[config.mk]
export PLATFORM = sky130hd
export DESIGN_NAME = mad_top
export DESIGN_NICKNAME = d
export VERILOG_FILES = /design/src/verilog/mad_wake_div.v /design/src/verilog/mad_axis_cmp.v /design/src/verilog/mad_top.v
export VERILOG_INCLUDE_DIRS = /design/src /design/src/verilog
export SDC_FILE = /design/constraint.sdc
export NUM_CORES = 1
export LEC_CHECK = 0
export BUFFER_PORTS_ARGS = -buffer_cell sky130_fd_sc_hd__buf_2
export CAP_MARGIN = 25
export CORE_UTILIZATION = 52
export CTS_CLUSTER_SIZE = 28
export DETAILED_ROUTE_END_ITERATION = 10
export HOLD_SLACK_MARGIN = 0.15
export MAX_ROUTING_LAYER = met4
export PLACE_DENSITY = 0.74
export SLEW_MARGIN = 40
export SYNTH_ARGS = -nofsm -noshare
export SYNTH_HDL_FRONTEND = slang
export SYNTH_SLANG_ARGS = --single-unit
[constraint.sdc]
create_clock -name clock_i -period 5.3 [get_ports clock_i]
set_input_delay 1.06 -clock clock_i [delete_from_list [all_inputs] [get_ports clock_i]]
set_output_delay 1.06 -clock clock_i [all_outputs]
set_load 0.05 [all_outputs]
[src/verilog/mad_defs.vh]
`ifndef MAD_DEFS_VH
`define MAD_DEFS_VH
// Register byte offsets
`define MAD_CTRL_ADDR 12'h000
`define MAD_ACT_THR_ADDR 12'h004
`define MAD_ACT_TIME_ADDR 12'h008
`define MAD_INACT_THR_ADDR 12'h00c
`define MAD_INACT_TIME_ADDR 12'h010
`define MAD_STATUS_ADDR 12'h014
`define MAD_REF_X_ADDR 12'h018
`define MAD_REF_Y_ADDR 12'h01c
`define MAD_REF_Z_ADDR 12'h020
// Control fields
`define MAD_CTRL_ACT_EN 0
`define MAD_CTRL_ACT_REF 1
`define MAD_CTRL_INACT_EN 2
`define MAD_CTRL_INACT_REF 3
`define MAD_CTRL_LINK 4
`define MAD_CTRL_MEAS 5
`define MAD_CTRL_WAKEUP 6
`define MAD_CTRL_BW 7
`define MAD_CTRL_NOISE_LO 8
`define MAD_CTRL_NOISE_HI 9
`define MAD_CTRL_ACT_INT 10
`define MAD_CTRL_INACT_INT 11
`define MAD_CTRL_RESET 12'h080
// Status fields
`define MAD_ST_ACT 0
`define MAD_ST_INACT 1
`define MAD_ST_AWAKE 2
// Noise mode encodings
`define MAD_NOISE_NORMAL 2'h0
`define MAD_NOISE_LOW 2'h1
`define MAD_NOISE_ULTRA 2'h2
// Timing
`define MAD_CLK_HZ 20000000
`define MAD_WAKE_RATE_HZ 6
// Clock over wake-up rate, sized to the divider's 24-bit count
`define MAD_WAKE_DIV 24'd3333333
`define MAD_ACT_TIME_RST 8'h00
`define MAD_INACT_TIME_RST 16'h0000
`endif

[src/verilog/mad_wake_div.v]
`default_nettype none
module mad_wake_div #(
  parameter [23:0] DIV = 24'd3333333
) (
  // Clock and reset
  input wire clock_i,
  input wire rst_n_i,
  // Control
  input wire run_i,
  // Tick
  output wire tick_o
);
  reg [23:0] cnt_q;
  assign tick_o = run_i && (cnt_q == DIV - 24'd1);
  always @(posedge clock_i or negedge rst_n_i)
  begin
    if (!rst_n_i)
      cnt_q <= 24'h000000;
    else if (!run_i || tick_o)
      cnt_q <= 24'h000000;
    else
      cnt_q <= cnt_q + 24'd1;
  end
endmodule
`default_nettype wire

[src/verilog/mad_axis_cmp.v]
`default_nettype none
module mad_axis_cmp (
  // Sample and reference
  input wire signed [11:0] sample_i,
  input wire signed [11:0] ref_i,
  // Configuration
  input wire use_ref_i,
  input wire [11:0] act_thr_i,
  input wire [11:0] inact_thr_i,
  // Results
  output wire over_o,
  output wire under_o
);
  wire signed [12:0] diff;
  wire [12:0] mag;
  // Absolute mode uses the raw magnitude, no reference
  assign diff = use_ref_i ? ({sample_i[11], sample_i} - {ref_i[11], ref_i}) : {sample_i[11], sample_i};
  assign mag = diff[12] ? (13'h0000 - diff) : diff;
  assign over_o = mag > {1'b0, act_thr_i};
  assign under_o = mag < {1'b0, inact_thr_i};
endmodule
`default_nettype wire

[src/verilog/mad_top.v]
// Functional notes
// - Samples come at output rate; filter bandwidth selects half or quarter rate.
// - Bandwidth select resets to quarter of output rate.
// - Noise mode selects normal, low noise or ultralow noise.
// - Activity only when above threshold for the programmed duration.
// - Absolute activity compares sample directly against threshold.
// - Referenced activity compares magnitude of sample minus reference.
// - Reference captured on enable, after inactivity when linked, after activity unlinked.
// - Activity duration programmable from one sample upward; threshold programmable.
// - Activity timer in measurement mode only; wake-up mode uses one sample.
// - Absolute inactivity needs programmed count of consecutive samples below threshold.
// - Referenced inactivity uses magnitude of sample minus reference below threshold.
// - Inactivity timer counts samples, one up to 65535.
// - Inactivity only after full uninterrupted period; motion restarts it.
// - Each event sets a status flag and optionally an interrupt output.
// - Awake bit shows whether last detection was activity or inactivity.
// - Detection works in measurement mode and wake-up mode.
// - Linked mode arms only one detector, swapping after each event.
// - Wake-up mode samples about six times per second.
//
// Design decisions made here: the placing of the registers and register access over APB.
`include "mad_defs.vh"
`default_nettype none
module mad_top (
  // Clock and reset
  input wire clock_i,
  input wire arst_n_i,
  // APB slave
  input wire psel_i,
  input wire penable_i,
  input wire pwrite_i,
  input wire [11:0] paddr_i,
  input wire [31:0] pwdata_i,
  output wire [31:0] prdata_o,
  output wire pready_o,
  output wire pslverr_o,
  // Sample input at output data rate
  input wire sample_valid_i,
  input wire [11:0] x_i,
  input wire [11:0] y_i,
  input wire [11:0] z_i,
  // Analog front-end control
  output wire filter_bandwidth_select_o,
  output wire [1:0] noise_mode_o,
  output wire sample_req_o,
  // Events
  output wire act_int_o,
  output wire inact_int_o,
  output wire awake_o
);
  reg rst_s1_q;
  reg rst_n_q;
  always @(posedge clock_i or negedge arst_n_i)
  begin
    if (!arst_n_i)
    begin
      rst_s1_q <= 1'b0;
      rst_n_q <= 1'b0;
    end
    else
    begin
      rst_s1_q <= 1'b1;
      rst_n_q <= rst_s1_q;
    end
  end

  reg [11:0] ctrl_q;
  reg [11:0] act_thr_q;
  reg [7:0] act_time_q;
  reg [11:0] inact_thr_q;
  reg [15:0] inact_time_q;
  reg act_flag_q;
  reg inact_flag_q;
  reg awake_q;
  reg [11:0] ref_x_q;
  reg [11:0] ref_y_q;
  reg [11:0] ref_z_q;
  reg [7:0] act_cnt_q;
  reg [15:0] inact_cnt_q;
  reg arm_act_q;
  reg act_en_q;
  reg [31:0] prdata_q;

  function sel_hit;
    input [11:0] addr;
    input [11:0] target;
    begin
      sel_hit = (addr == target);
    end
  endfunction

  wire acc_w = psel_i && penable_i;
  wire wr = acc_w && pwrite_i;
  wire rd_setup = psel_i && !penable_i && !pwrite_i;
  wire mapped = sel_hit(paddr_i, `MAD_CTRL_ADDR) || sel_hit(paddr_i, `MAD_ACT_THR_ADDR) ||
    sel_hit(paddr_i, `MAD_ACT_TIME_ADDR) || sel_hit(paddr_i, `MAD_INACT_THR_ADDR) ||
    sel_hit(paddr_i, `MAD_INACT_TIME_ADDR) || sel_hit(paddr_i, `MAD_STATUS_ADDR) ||
    sel_hit(paddr_i, `MAD_REF_X_ADDR) || sel_hit(paddr_i, `MAD_REF_Y_ADDR) ||
    sel_hit(paddr_i, `MAD_REF_Z_ADDR);
  assign pready_o = 1'b1;
  assign pslverr_o = acc_w && !mapped;
  assign prdata_o = prdata_q;

  wire meas = ctrl_q[`MAD_CTRL_MEAS];
  wire wakeup = ctrl_q[`MAD_CTRL_WAKEUP];
  wire link = ctrl_q[`MAD_CTRL_LINK];
  // Wake-up rate comes from a divider, measurement from the converter's own valid
  wire wake_tick;
  mad_wake_div #(
    .DIV(`MAD_WAKE_DIV)
  ) u_div (
    .clock_i(clock_i),
    .rst_n_i(rst_n_q),
    .run_i(wakeup && !meas),
    .tick_o(wake_tick)
  );
  assign sample_req_o = wake_tick;
  wire running = meas || wakeup;
  wire smp = sample_valid_i && running;

  assign filter_bandwidth_select_o = ctrl_q[`MAD_CTRL_BW];
  assign noise_mode_o = {ctrl_q[`MAD_CTRL_NOISE_HI], ctrl_q[`MAD_CTRL_NOISE_LO]};

  wire [2:0] over_a;
  wire [2:0] under_a;
  wire [2:0] und_i;
  wire [35:0] smp_v = {z_i, y_i, x_i};
  wire [35:0] ref_v = {ref_z_q, ref_y_q, ref_x_q};
  genvar g;
  generate
    for (g = 0; g < 3; g = g + 1)
    begin : g_axis
      mad_axis_cmp u_act (
        .sample_i(smp_v[g*12 +: 12]),
        .ref_i(ref_v[g*12 +: 12]),
        .use_ref_i(ctrl_q[`MAD_CTRL_ACT_REF]),
        .act_thr_i(act_thr_q),
        .inact_thr_i(inact_thr_q),
        .over_o(over_a[g]),
        .under_o()
      );
      mad_axis_cmp u_inact (
        .sample_i(smp_v[g*12 +: 12]),
        .ref_i(ref_v[g*12 +: 12]),
        .use_ref_i(ctrl_q[`MAD_CTRL_INACT_REF]),
        .act_thr_i(act_thr_q),
        .inact_thr_i(inact_thr_q),
        .over_o(),
        .under_o(under_a[g])
      );
    end
  endgenerate
  assign und_i = under_a;
  wire act_hit = |over_a;
  wire inact_hit = &und_i;

  // Linked mode arms one detector at a time
  wire act_armed = ctrl_q[`MAD_CTRL_ACT_EN] && (!link || arm_act_q);
  wire inact_armed = ctrl_q[`MAD_CTRL_INACT_EN] && (!link || !arm_act_q);
  // Wake-up mode ignores the activity timer
  wire [7:0] act_need = (meas && act_time_q != 8'h00) ? act_time_q : 8'h01;
  wire [15:0] inact_need = (inact_time_q == 16'h0000) ? 16'h0001 : inact_time_q;
  wire act_ev = smp && act_armed && act_hit && (act_cnt_q + 8'h01 >= act_need);
  wire inact_ev = smp && inact_armed && inact_hit && (inact_cnt_q + 16'h0001 >= inact_need);
  wire act_on = ctrl_q[`MAD_CTRL_ACT_EN] && running;
  wire ref_cap = (act_on && !act_en_q) || (inact_ev && link) || (act_ev && !link);
  wire clr_st = acc_w && !pwrite_i && sel_hit(paddr_i, `MAD_STATUS_ADDR);

  always @(posedge clock_i or negedge rst_n_q)
  begin
    if (!rst_n_q)
    begin
      ctrl_q <= `MAD_CTRL_RESET;
      act_thr_q <= 12'h000;
      act_time_q <= `MAD_ACT_TIME_RST;
      inact_thr_q <= 12'h000;
      inact_time_q <= `MAD_INACT_TIME_RST;
    end
    else if (wr)
    begin
      if (sel_hit(paddr_i, `MAD_CTRL_ADDR))
        ctrl_q <= pwdata_i[11:0];
      if (sel_hit(paddr_i, `MAD_ACT_THR_ADDR))
        act_thr_q <= pwdata_i[11:0];
      if (sel_hit(paddr_i, `MAD_ACT_TIME_ADDR))
        act_time_q <= pwdata_i[7:0];
      if (sel_hit(paddr_i, `MAD_INACT_THR_ADDR))
        inact_thr_q <= pwdata_i[11:0];
      if (sel_hit(paddr_i, `MAD_INACT_TIME_ADDR))
        inact_time_q <= pwdata_i[15:0];
    end
  end

  always @(posedge clock_i or negedge rst_n_q)
  begin
    if (!rst_n_q)
    begin
      act_cnt_q <= 8'h00;
      inact_cnt_q <= 16'h0000;
      act_flag_q <= 1'b0;
      inact_flag_q <= 1'b0;
      awake_q <= 1'b0;
      arm_act_q <= 1'b1;
      act_en_q <= 1'b0;
      ref_x_q <= 12'h000;
      ref_y_q <= 12'h000;
      ref_z_q <= 12'h000;
    end
    else
    begin
      act_en_q <= act_on;
      if (!act_armed || (smp && (!act_hit || act_ev)))
        act_cnt_q <= 8'h00;
      else if (smp && act_cnt_q != 8'hff)
        act_cnt_q <= act_cnt_q + 8'h01;
      if (!inact_armed || (smp && (!inact_hit || inact_ev)))
        inact_cnt_q <= 16'h0000;
      else if (smp && inact_cnt_q != 16'hffff)
        inact_cnt_q <= inact_cnt_q + 16'h0001;
      // Set wins over a read-clear in the same cycle
      // Clear only what the read reported, so an event at the setup edge survives
      if (act_ev)
        act_flag_q <= 1'b1;
      else if (clr_st && prdata_q[`MAD_ST_ACT])
        act_flag_q <= 1'b0;
      if (inact_ev)
        inact_flag_q <= 1'b1;
      else if (clr_st && prdata_q[`MAD_ST_INACT])
        inact_flag_q <= 1'b0;
      if (act_ev)
        awake_q <= 1'b1;
      else if (inact_ev)
        awake_q <= 1'b0;
      if (act_ev && link)
        arm_act_q <= 1'b0;
      else if (inact_ev && link)
        arm_act_q <= 1'b1;
      if (ref_cap)
      begin
        ref_x_q <= x_i;
        ref_y_q <= y_i;
        ref_z_q <= z_i;
      end
    end
  end

  always @(posedge clock_i or negedge rst_n_q)
  begin
    if (!rst_n_q)
      prdata_q <= 32'h00000000;
    else if (rd_setup)
    begin
      prdata_q <= 32'h00000000;
      if (sel_hit(paddr_i, `MAD_CTRL_ADDR))
        prdata_q <= {20'h00000, ctrl_q};
      if (sel_hit(paddr_i, `MAD_ACT_THR_ADDR))
        prdata_q <= {20'h00000, act_thr_q};
      if (sel_hit(paddr_i, `MAD_ACT_TIME_ADDR))
        prdata_q <= {24'h000000, act_time_q};
      if (sel_hit(paddr_i, `MAD_INACT_THR_ADDR))
        prdata_q <= {20'h00000, inact_thr_q};
      if (sel_hit(paddr_i, `MAD_INACT_TIME_ADDR))
        prdata_q <= {16'h0000, inact_time_q};
      if (sel_hit(paddr_i, `MAD_STATUS_ADDR))
        prdata_q <= {29'h00000000, awake_q, inact_flag_q, act_flag_q};
      if (sel_hit(paddr_i, `MAD_REF_X_ADDR))
        prdata_q <= {20'h00000, ref_x_q};
      if (sel_hit(paddr_i, `MAD_REF_Y_ADDR))
        prdata_q <= {20'h00000, ref_y_q};
      if (sel_hit(paddr_i, `MAD_REF_Z_ADDR))
        prdata_q <= {20'h00000, ref_z_q};
    end
  end

  assign act_int_o = act_flag_q && ctrl_q[`MAD_CTRL_ACT_INT];
  assign inact_int_o = inact_flag_q && ctrl_q[`MAD_CTRL_INACT_INT];
  assign awake_o = awake_q;
endmodule
`default_nettype wire

==> results of run 1 <==
[flip-flops by register name, indices dropped and copies added (netlist names)]
signal and cells:
act_cnt_q 8, act_en_q 1, act_flag_q 1, act_thr_q 12
act_time_q 8, arm_act_q 1, awake_o 1, ctrl_q 12
inact_cnt_q 16, inact_flag_q 1, inact_thr_q 12, inact_time_q 16
prdata_o 16, ref_x_q 12, ref_y_q 12, ref_z_q 12
rst_n_q 1, rst_s1_q 1, u_div.cnt_q 24
[cell families (layout without fill, tap and decap cells)]
family / Yosys count / in the layout
xor+xnor: 136 / 136
fa+ha+maj: 142 / 142
other cells: 2 / 20
simple gates: 568 / 568
compound gates: 390 / 391
mux: 135 / 135
flops: 167 / 167
buf+inv: 193 / 555
[what timing repair did]
item                       4_1_cts  5_1_grt
gates resized for setup         50      100
pin swaps                       21       50
cloned                           2        2
buffers inserted                16       19
setup endpoints to repair       64       64
[per-stage QoR]
step                setup TNS [ns]  worst slack, ns  hold slack [ns]
floorplan                   -26.02           -0.667            0.331
global placement            -58.96            -1.15            0.338
detailed placement          -73.15            -1.42            0.346
CTS                         -21.36           -0.533            0.356
global route                -37.32           -0.793            0.372
finish                      -27.29           -0.658            0.328
[worst paths after layout]
| check | start | end | slack, ns | depth (start not counted) |
|---|---|---|---|---|
| min in group clock_i | rst_s1_q | rst_n_q | 0.37 | 0 |
| max in group asynchronous | rst_n_q | ctrl_q[3] | 4.12 | 2 |
| worst max-delay path | z_i[0] | ref_z_q[4] | -0.66 | 28 |
| worst max register to register | ref_z_q[0] | ref_z_q[4] | -0.37 | 26 |
| worst min-delay path | rst_n_q | u_div.cnt_q[12] | 0.33 | 1 |
| worst min register to register | rst_n_q | u_div.cnt_q[12] | 0.33 | 1 |
[critical path, cell delays in order]
cell       delay (ns)
buf_12           0.09
inv_12           0.03
ha_4             0.14
inv_2            0.05
fa_2             0.45
mux2i_4          0.17
ha_2             0.21
nand2_2          0.06
or4b_4           0.50
nor4_4           0.27
o21ai_2          0.12
o21bai_1         0.18
xor2_1           0.17
nand2_1          0.08
o21ai_2          0.09
ha_4             0.23
a211o_1          0.27
a21oi_2          0.13
a31oi_2          0.12
a2111oi_2        0.25
nand3_1          0.15
or3_4            0.44
nor3_4           0.20
a211o_4          0.17
buf_12           0.11
buf_16           0.10
buf_12           0.13
mux2_4           0.29
[cell usage after synthesis, types with 25 or more instances]
| master | number |
|---|---|
| xor2_1 | 70 |
| dfrtp_1 | 165 |
| xnor2_1 | 66 |
| a21oi_1 | 96 |
| nand4_1 | 25 |
| nor2b_1 | 36 |
| clkbuf_1 | 47 |
| a31oi_1 | 28 |
| nor3_1 | 28 |
| nand2_1 | 159 |
| mux2_2 | 57 |
| inv_1 | 102 |
| nor2_1 | 129 |
| ha_1 | 139 |
| o21ai_0 | 99 |
| nand3_1 | 45 |
| mux2i_1 | 44 |
| mux2_4 | 27 |
[layer usage]
metal,vias up,part of all wire (%)
met5,-,0
met4,0,4.7
met3,151,7.4
met2,610,47
met1,7161,41
li1,6941,-
[power by group through the flow]
stage               sequential, mW  clock, mW  combinational, mW
CTS                           1.29       1.39              0.809
floorplan                     1.36          0              0.428
global placement              1.31          0              0.762
finish                        1.29       1.37              0.874
detailed placement            1.31          0              0.783
global route                  1.29       1.42              0.947
[final cells by class]
| type | count | share of cell area, % |
|---|---|---|
| inverters | 104 | 2.07 |
| multi-input cells | 1390 | 54.8 |
| well taps | 384 | 2.45 |
| diodes | 2 | 0.0256 |
| repair buffers | 419 | 16.0 |
| flip-flops and latches | 167 | 21.4 |
| clock buffers | 17 | 2.17 |
| clock inverters | 15 | 1.09 |
[placed cells by master, fill, tap and decap left out, drive strengths merged, types with 70 or more instances in the layout]
cell / count
mux2: 84
xor2: 70
o21ai: 104
dfrtp: 165
a21oi: 96
inv: 109
nand2: 159
nor2: 129
ha: 139
buf: 418
==> flow_summary_export.csv, run 1 <==
group,metric,value,unit
pwr,pwr-share-seq,36.4,%
sta,setup_viol,64,
synth,synthFlopType,"dfrtp_1",
synth,yosys.area_share.adder,11.9,%
global_routing,met1_usage,40.1,%
routing,drt-vias-per-instance,5.95,
pwr,finalPower,3.54,mW
global_routing,grt_overflow,0,
routing,finalWirelength,48500,um
global_routing,grt_max_degree,92,
floorplanning,die_h,173,um
layout,nets,2327,
routing,drcViolationCount,0,
clocking,clk_latency,0.45,ns
global_routing,grt_use_met2,52.5,%
critical_path,cp-start-kind,"primary input",
worst_hold_path,hold_path_class,"reg2async",
routing,wl_per_cell,19.4,um
synth,syn_inst,1733,
floorplanning,fp.dieArea,0.0298,sq mm
synth,synth_mux_area_share,10.9,%
critical_path,critPathMaxFanout,5,
global_routing,use_met3,5.50,%
synth,synth_edf_count,0,
clocking,cts_tree,"built",
routing,first_iter_violations,1124,
global_routing,antenna_found_initial,2,
critical_path,crit_type,"in2reg",
synth,netlist.top_cell.by_area,"dfrtp_1",
sta,max_freq,168,MHz
pwr,comb_power_share,24.7,%
synth,netlist_area,0.0151,sq mm
run,cap_violations,0,
floorplanning,core,0.0287,sq mm
clocking,clk_path_buf_depth,2,
global_routing,grtUsageTotal,32.9,%
sta,tightest_slew,0.743,ns
routing,via_count,14900,
layout,final_area,0.0196,sq mm
floorplanning,start_util,52.7,%
placement,gp_congestion,1.00,
layout,synthToLayoutAreaGrowth,29.4,%
layout,multi_input_comb_area,0.0107,sq mm
critical_path,end_kind,"flip-flop",
floorplanning,ios,127,
synth,async_flop_share,100,%
sta,setup_ws,-0.658,ns
sta,worst_slew_margin_rel,50.3,%
sta,rsz0062_at_grt,"true",
synth,synth-xor-area-share,7.87,%
placement,placedInstanceArea,0.0180,sq mm
global_routing,grt_pass1_vias,14600,
pwr,leakage,8.83,nW
layout,drive_above_1_share,31.6,%
pwr,peakVddDrop,0.000279,V
synth,ys_seq_area_share,27.6,%
sta,period_needed,5.96,ns
synth,synth_cell_types,94,
synth,synth_area_per_cell,8.73,sq um
critical_path,arrival,6.29,ns
run_status,status,"finished, violations left",
synth,synth_compound_area_share,17.0,%
clocking,clock_tree.htree_level_count,4,
routing,antenna_left,0,
pwr,clkPwrFrac,38.9,%
synth,yosysTopAreaCellShare,27.3,%
placement,dp_hpwl,36100,um
clocking,cts_made_buffers,17,
sta,post-route-period-util,112,%
synth,synth_top_family_by_area,"simple AND/OR/NAND/NOR gates",
routing,dr.pass1.iters,6,
clocking,cts.clk_slew.worst_paths,0.09,ns
placement,dp_cells,2428,
sta,fin_skew,0.0228,ns
run_status,violations,"setup timing",
pwr,p_int,2.33,mW
clocking,cts_root_buf,"clkbuf_16",
placement,io_buffers,93,
layout,utilization,68.2,%
clocking,clkSinkCount,167,
floorplanning,rows,62,
synth,ys_warn_count,0,
synth,ys_seq_elements,167,
global_routing,top_usage_layer,"met2",
floorplanning,die_w,173,um
pwr,p_sw,1.20,mW
layout,instances_no_fill,2498,
critical_path,cp.required,5.63,ns
global_routing,grt_pass1_wl,75500,um
sta,slew_violations,0,
sta,finalHoldViolCount,0,
synth,synth-simple-area-share,19.0,%
layout,seqCellArea,0.00419,sq mm
pwr,netSwitchingFraction,34.0,%
layout,nFillCells,2239,
pwr,p_per_area,181,mW/mm^2
clocking,postCtsHoldBufs,0,
synth,synth.area.top_cells,"dfrtp_1, ha_1, mux2_2",
Note: power is estimated with default switching activity, not from simulation.
==> run 2: changes to the inputs <==
--- a/config.mk
+++ b/config.mk
@@ -14,6 +14,7 @@
 export HOLD_SLACK_MARGIN = 0.15
 export MAX_ROUTING_LAYER = met4
 export PLACE_DENSITY = 0.74
+export SETUP_SLACK_MARGIN = 0.1
 export SLEW_MARGIN = 40
 export SYNTH_ARGS = -nofsm -noshare
 export SYNTH_HDL_FRONTEND = slang
==> run 2 against run 1 <==
Effect of this change:
- the flow still finishes with violations (setup timing)
- sequential share of layout area is 0.17 points higher
- fmax is 0.44% higher
- critical path depth is 1 lower
- total power is 1.9% lower
- largest cell class unchanged
- global-route usage is 0.63 points higher
- flip-flop and latch count stayed put
- die area stayed put
- critical endpoint is now ref_x_q[9]
- clock power is 4% lower
- clock-buffer cell count is 1 higher
- largest power group unchanged
==> flow_summary_export.csv, run 2 (synthesized netlist as in run 1, its figures left out) <==
group,metric,value,unit
clocking,clk_path_buf_depth,2,
pwr,leakage,8.84,nW
layout,drive_above_1_share,30.7,%
placement,pre_cts_slack,-1.28,ns
run_status,violations,"setup timing",
run,cap_violations,0,
sta,max_freq,169,MHz
placement,dp_hpwl,36400,um
floorplanning,start_util,52.7,%
clocking,postCtsHoldBufs,0,
sta,period_needed,5.93,ns
global_routing,grt_overflow,0,
placement,gp_congestion,0.954,
routing,finalWirelength,49400,um
critical_path,worst-path-buf-inv,5,
global_routing,grt_pass1_wl,77200,um
clocking,cts_made_buffers,17,
clocking,clock_tree.htree_level_count,4,
routing,drcViolationCount,0,
floorplanning,core,0.0287,sq mm
routing,wl_per_cell,19.8,um
layout,multi_input_comb_area,0.0106,sq mm
layout,nets,2326,
layout,final_common_cell,"buf_4",
routing,dr.pass1.iters,5,
layout,layout_common_cells,"buf_4, dfrtp_1, nand2_1",
sta,setup_viol,64,
sta,post-route-period-util,112,%
sta,setup_ws,-0.632,ns
pwr,p_per_area,179,mW/mm^2
critical_path,slowest_delay,0.50,ns
global_routing,antenna_found_initial,1,
sta,whs,0.355,ns
floorplanning,ios,127,
floorplanning,die_h,173,um
layout,largest_reg_flops,24,
critical_path,crit_path_top_delay_cell,"or4b_4",
layout,seqCellArea,0.00419,sq mm
sta,slew_violations,0,
placement,io_buffers,93,
run_status,status,"finished, violations left",
critical_path,cp.required,5.63,ns
sta,worst_slew_margin_rel,48.2,%
layout,nFillCells,2223,
critical_path,end_kind,"flip-flop",
layout,synthToLayoutAreaGrowth,28.3,%
clocking,cts_tree,"built",
critical_path,arrival,6.26,ns
layout,utilization,67.7,%
global_routing,grtUsageTotal,33.5,%
clocking,clk_latency,0.44,ns
critical_path,cp_top_family,"simple AND/OR/NAND/NOR gates",
critical_path,cp-start-kind,"primary input",
critical_path,crit_type,"in2reg",
sta,tightest_slew,0.776,ns
routing,first_iter_violations,1245,
floorplanning,rows,62,
pwr,peakVddDrop,0.000190,V
routing,drt-vias-per-instance,5.98,
routing,via_count,14900,
clocking,clkSinkCount,167,
clocking,cts.clk_slew.worst_paths,0.08,ns
sta,rsz0062_at_grt,"true",
worst_hold_path,hold_path_class,"reg2reg",
critical_path,critPathMaxFanout,5,
layout,largest_register,"u_div.cnt_q",
floorplanning,die_w,173,um
routing,antenna_left,0,
global_routing,grt_pass1_vias,14800,
clocking,cts_root_buf,"clkbuf_16",
sta,finalHoldViolCount,0,
floorplanning,fp.dieArea,0.0298,sq mm
sta,fin_skew,0.0159,ns
global_routing,grt_max_degree,94,
## run 2: cell count changes in the layout (fill, tap and decap cells not counted), sizes merged
cell / delta
clkinv: -4
inv: +3
buf: -2
clkbuf: +1
diode: -1
o21ai: +1
## run 2: what timing repair did
| item | 4_1_cts | 5_1_grt |
|---|---|---|
| hold endpoints to repair | 0 | 0 |
| setup endpoints to repair | 64 | 64 |
| gates cloned | 4 | 2 |
| setup buffers | 13 | 8 |
| pin swaps | 32 | 43 |
| gates resized for setup | 51 | 64 |
## run 2: layout make-up
| type | instances | share of cell area (%) |
|---|---|---|
| Clock inverter | 14 | 0.863 |
| Clock buffer | 18 | 2.26 |
| Sequential cell | 167 | 21.6 |
| Timing Repair Buffer | 417 | 16.0 |
| Multi-Input combinational cell | 1391 | 54.8 |
| Tap cell | 384 | 2.47 |
| Antenna cell | 1 | 0.0129 |
| Inverter | 104 | 2.07 |
## run 2: path summary, 6_finish.rpt
check	startpoint	to	slack, ns	cells after the start
max in group asynchronous	rst_n_q	arm_act_q	4.16	2
worst min register to register	rst_s1_q	rst_n_q	0.35	0
worst max register to register	ref_z_q[0]	ref_x_q[9]	-0.31	25
worst min-delay path	rst_s1_q	rst_n_q	0.35	0
min in group asynchronous	rst_n_q	u_div.cnt_q[15]	0.38	1
worst max-delay path	z_i[0]	ref_x_q[9]	-0.63	27
## run 2: worst register-to-register path: stages, from the launching register on
cell	delay (ns)
dfrtp_1	0.43
ha_4	0.18
inv_2	0.06
fa_2	0.45
mux2i_2	0.21
ha_2	0.22
nand2_2	0.06
or4b_4	0.50
nor4_4	0.21
o21ai_2	0.12
o21bai_1	0.20
xor2_1	0.18
nand2_1	0.09
o21ai_2	0.10
ha_1	0.27
a211o_1	0.27
a21oi_2	0.12
a31oi_1	0.12
a2111oi_2	0.22
nand3_1	0.13
or3_4	0.37
nor3_4	0.21
a211o_4	0.20
buf_12	0.13
clkbuf_16	0.15
mux2_4	0.30
## run 2: routing by layer
metal	wire [um]	up-vias	track usage, %
met5	0	-	-
met4	1880	0	11.8
met3	3610	139	4.93
met2	23900	601	56.1
met1	20000	7243	41.0
li1	-	6936	-
## run 2: metrics by stage
stage               setup TNS [ns]  total power [mW]  cell area (sq um)  std cells
floorplan                   -26.02              1.78              15300       1749
global placement            -54.50              2.08              18000       2436
detailed placement          -65.57              2.11              18100       2438
CTS                         -21.88              3.42              19100       2486
global route                -41.21              3.59              19400       2496
finish                      -25.59              3.47              19400       2496
## run 2: where the power goes
part	total (mW)	internal (mW)	leakage, nW	switching, mW
clock	1.32	0.658	0.299	0.660
combinational	0.863	0.380	6.33	0.482
sequential	1.29	1.28	2.21	0.00542
total	3.47	2.32	8.84	1.15
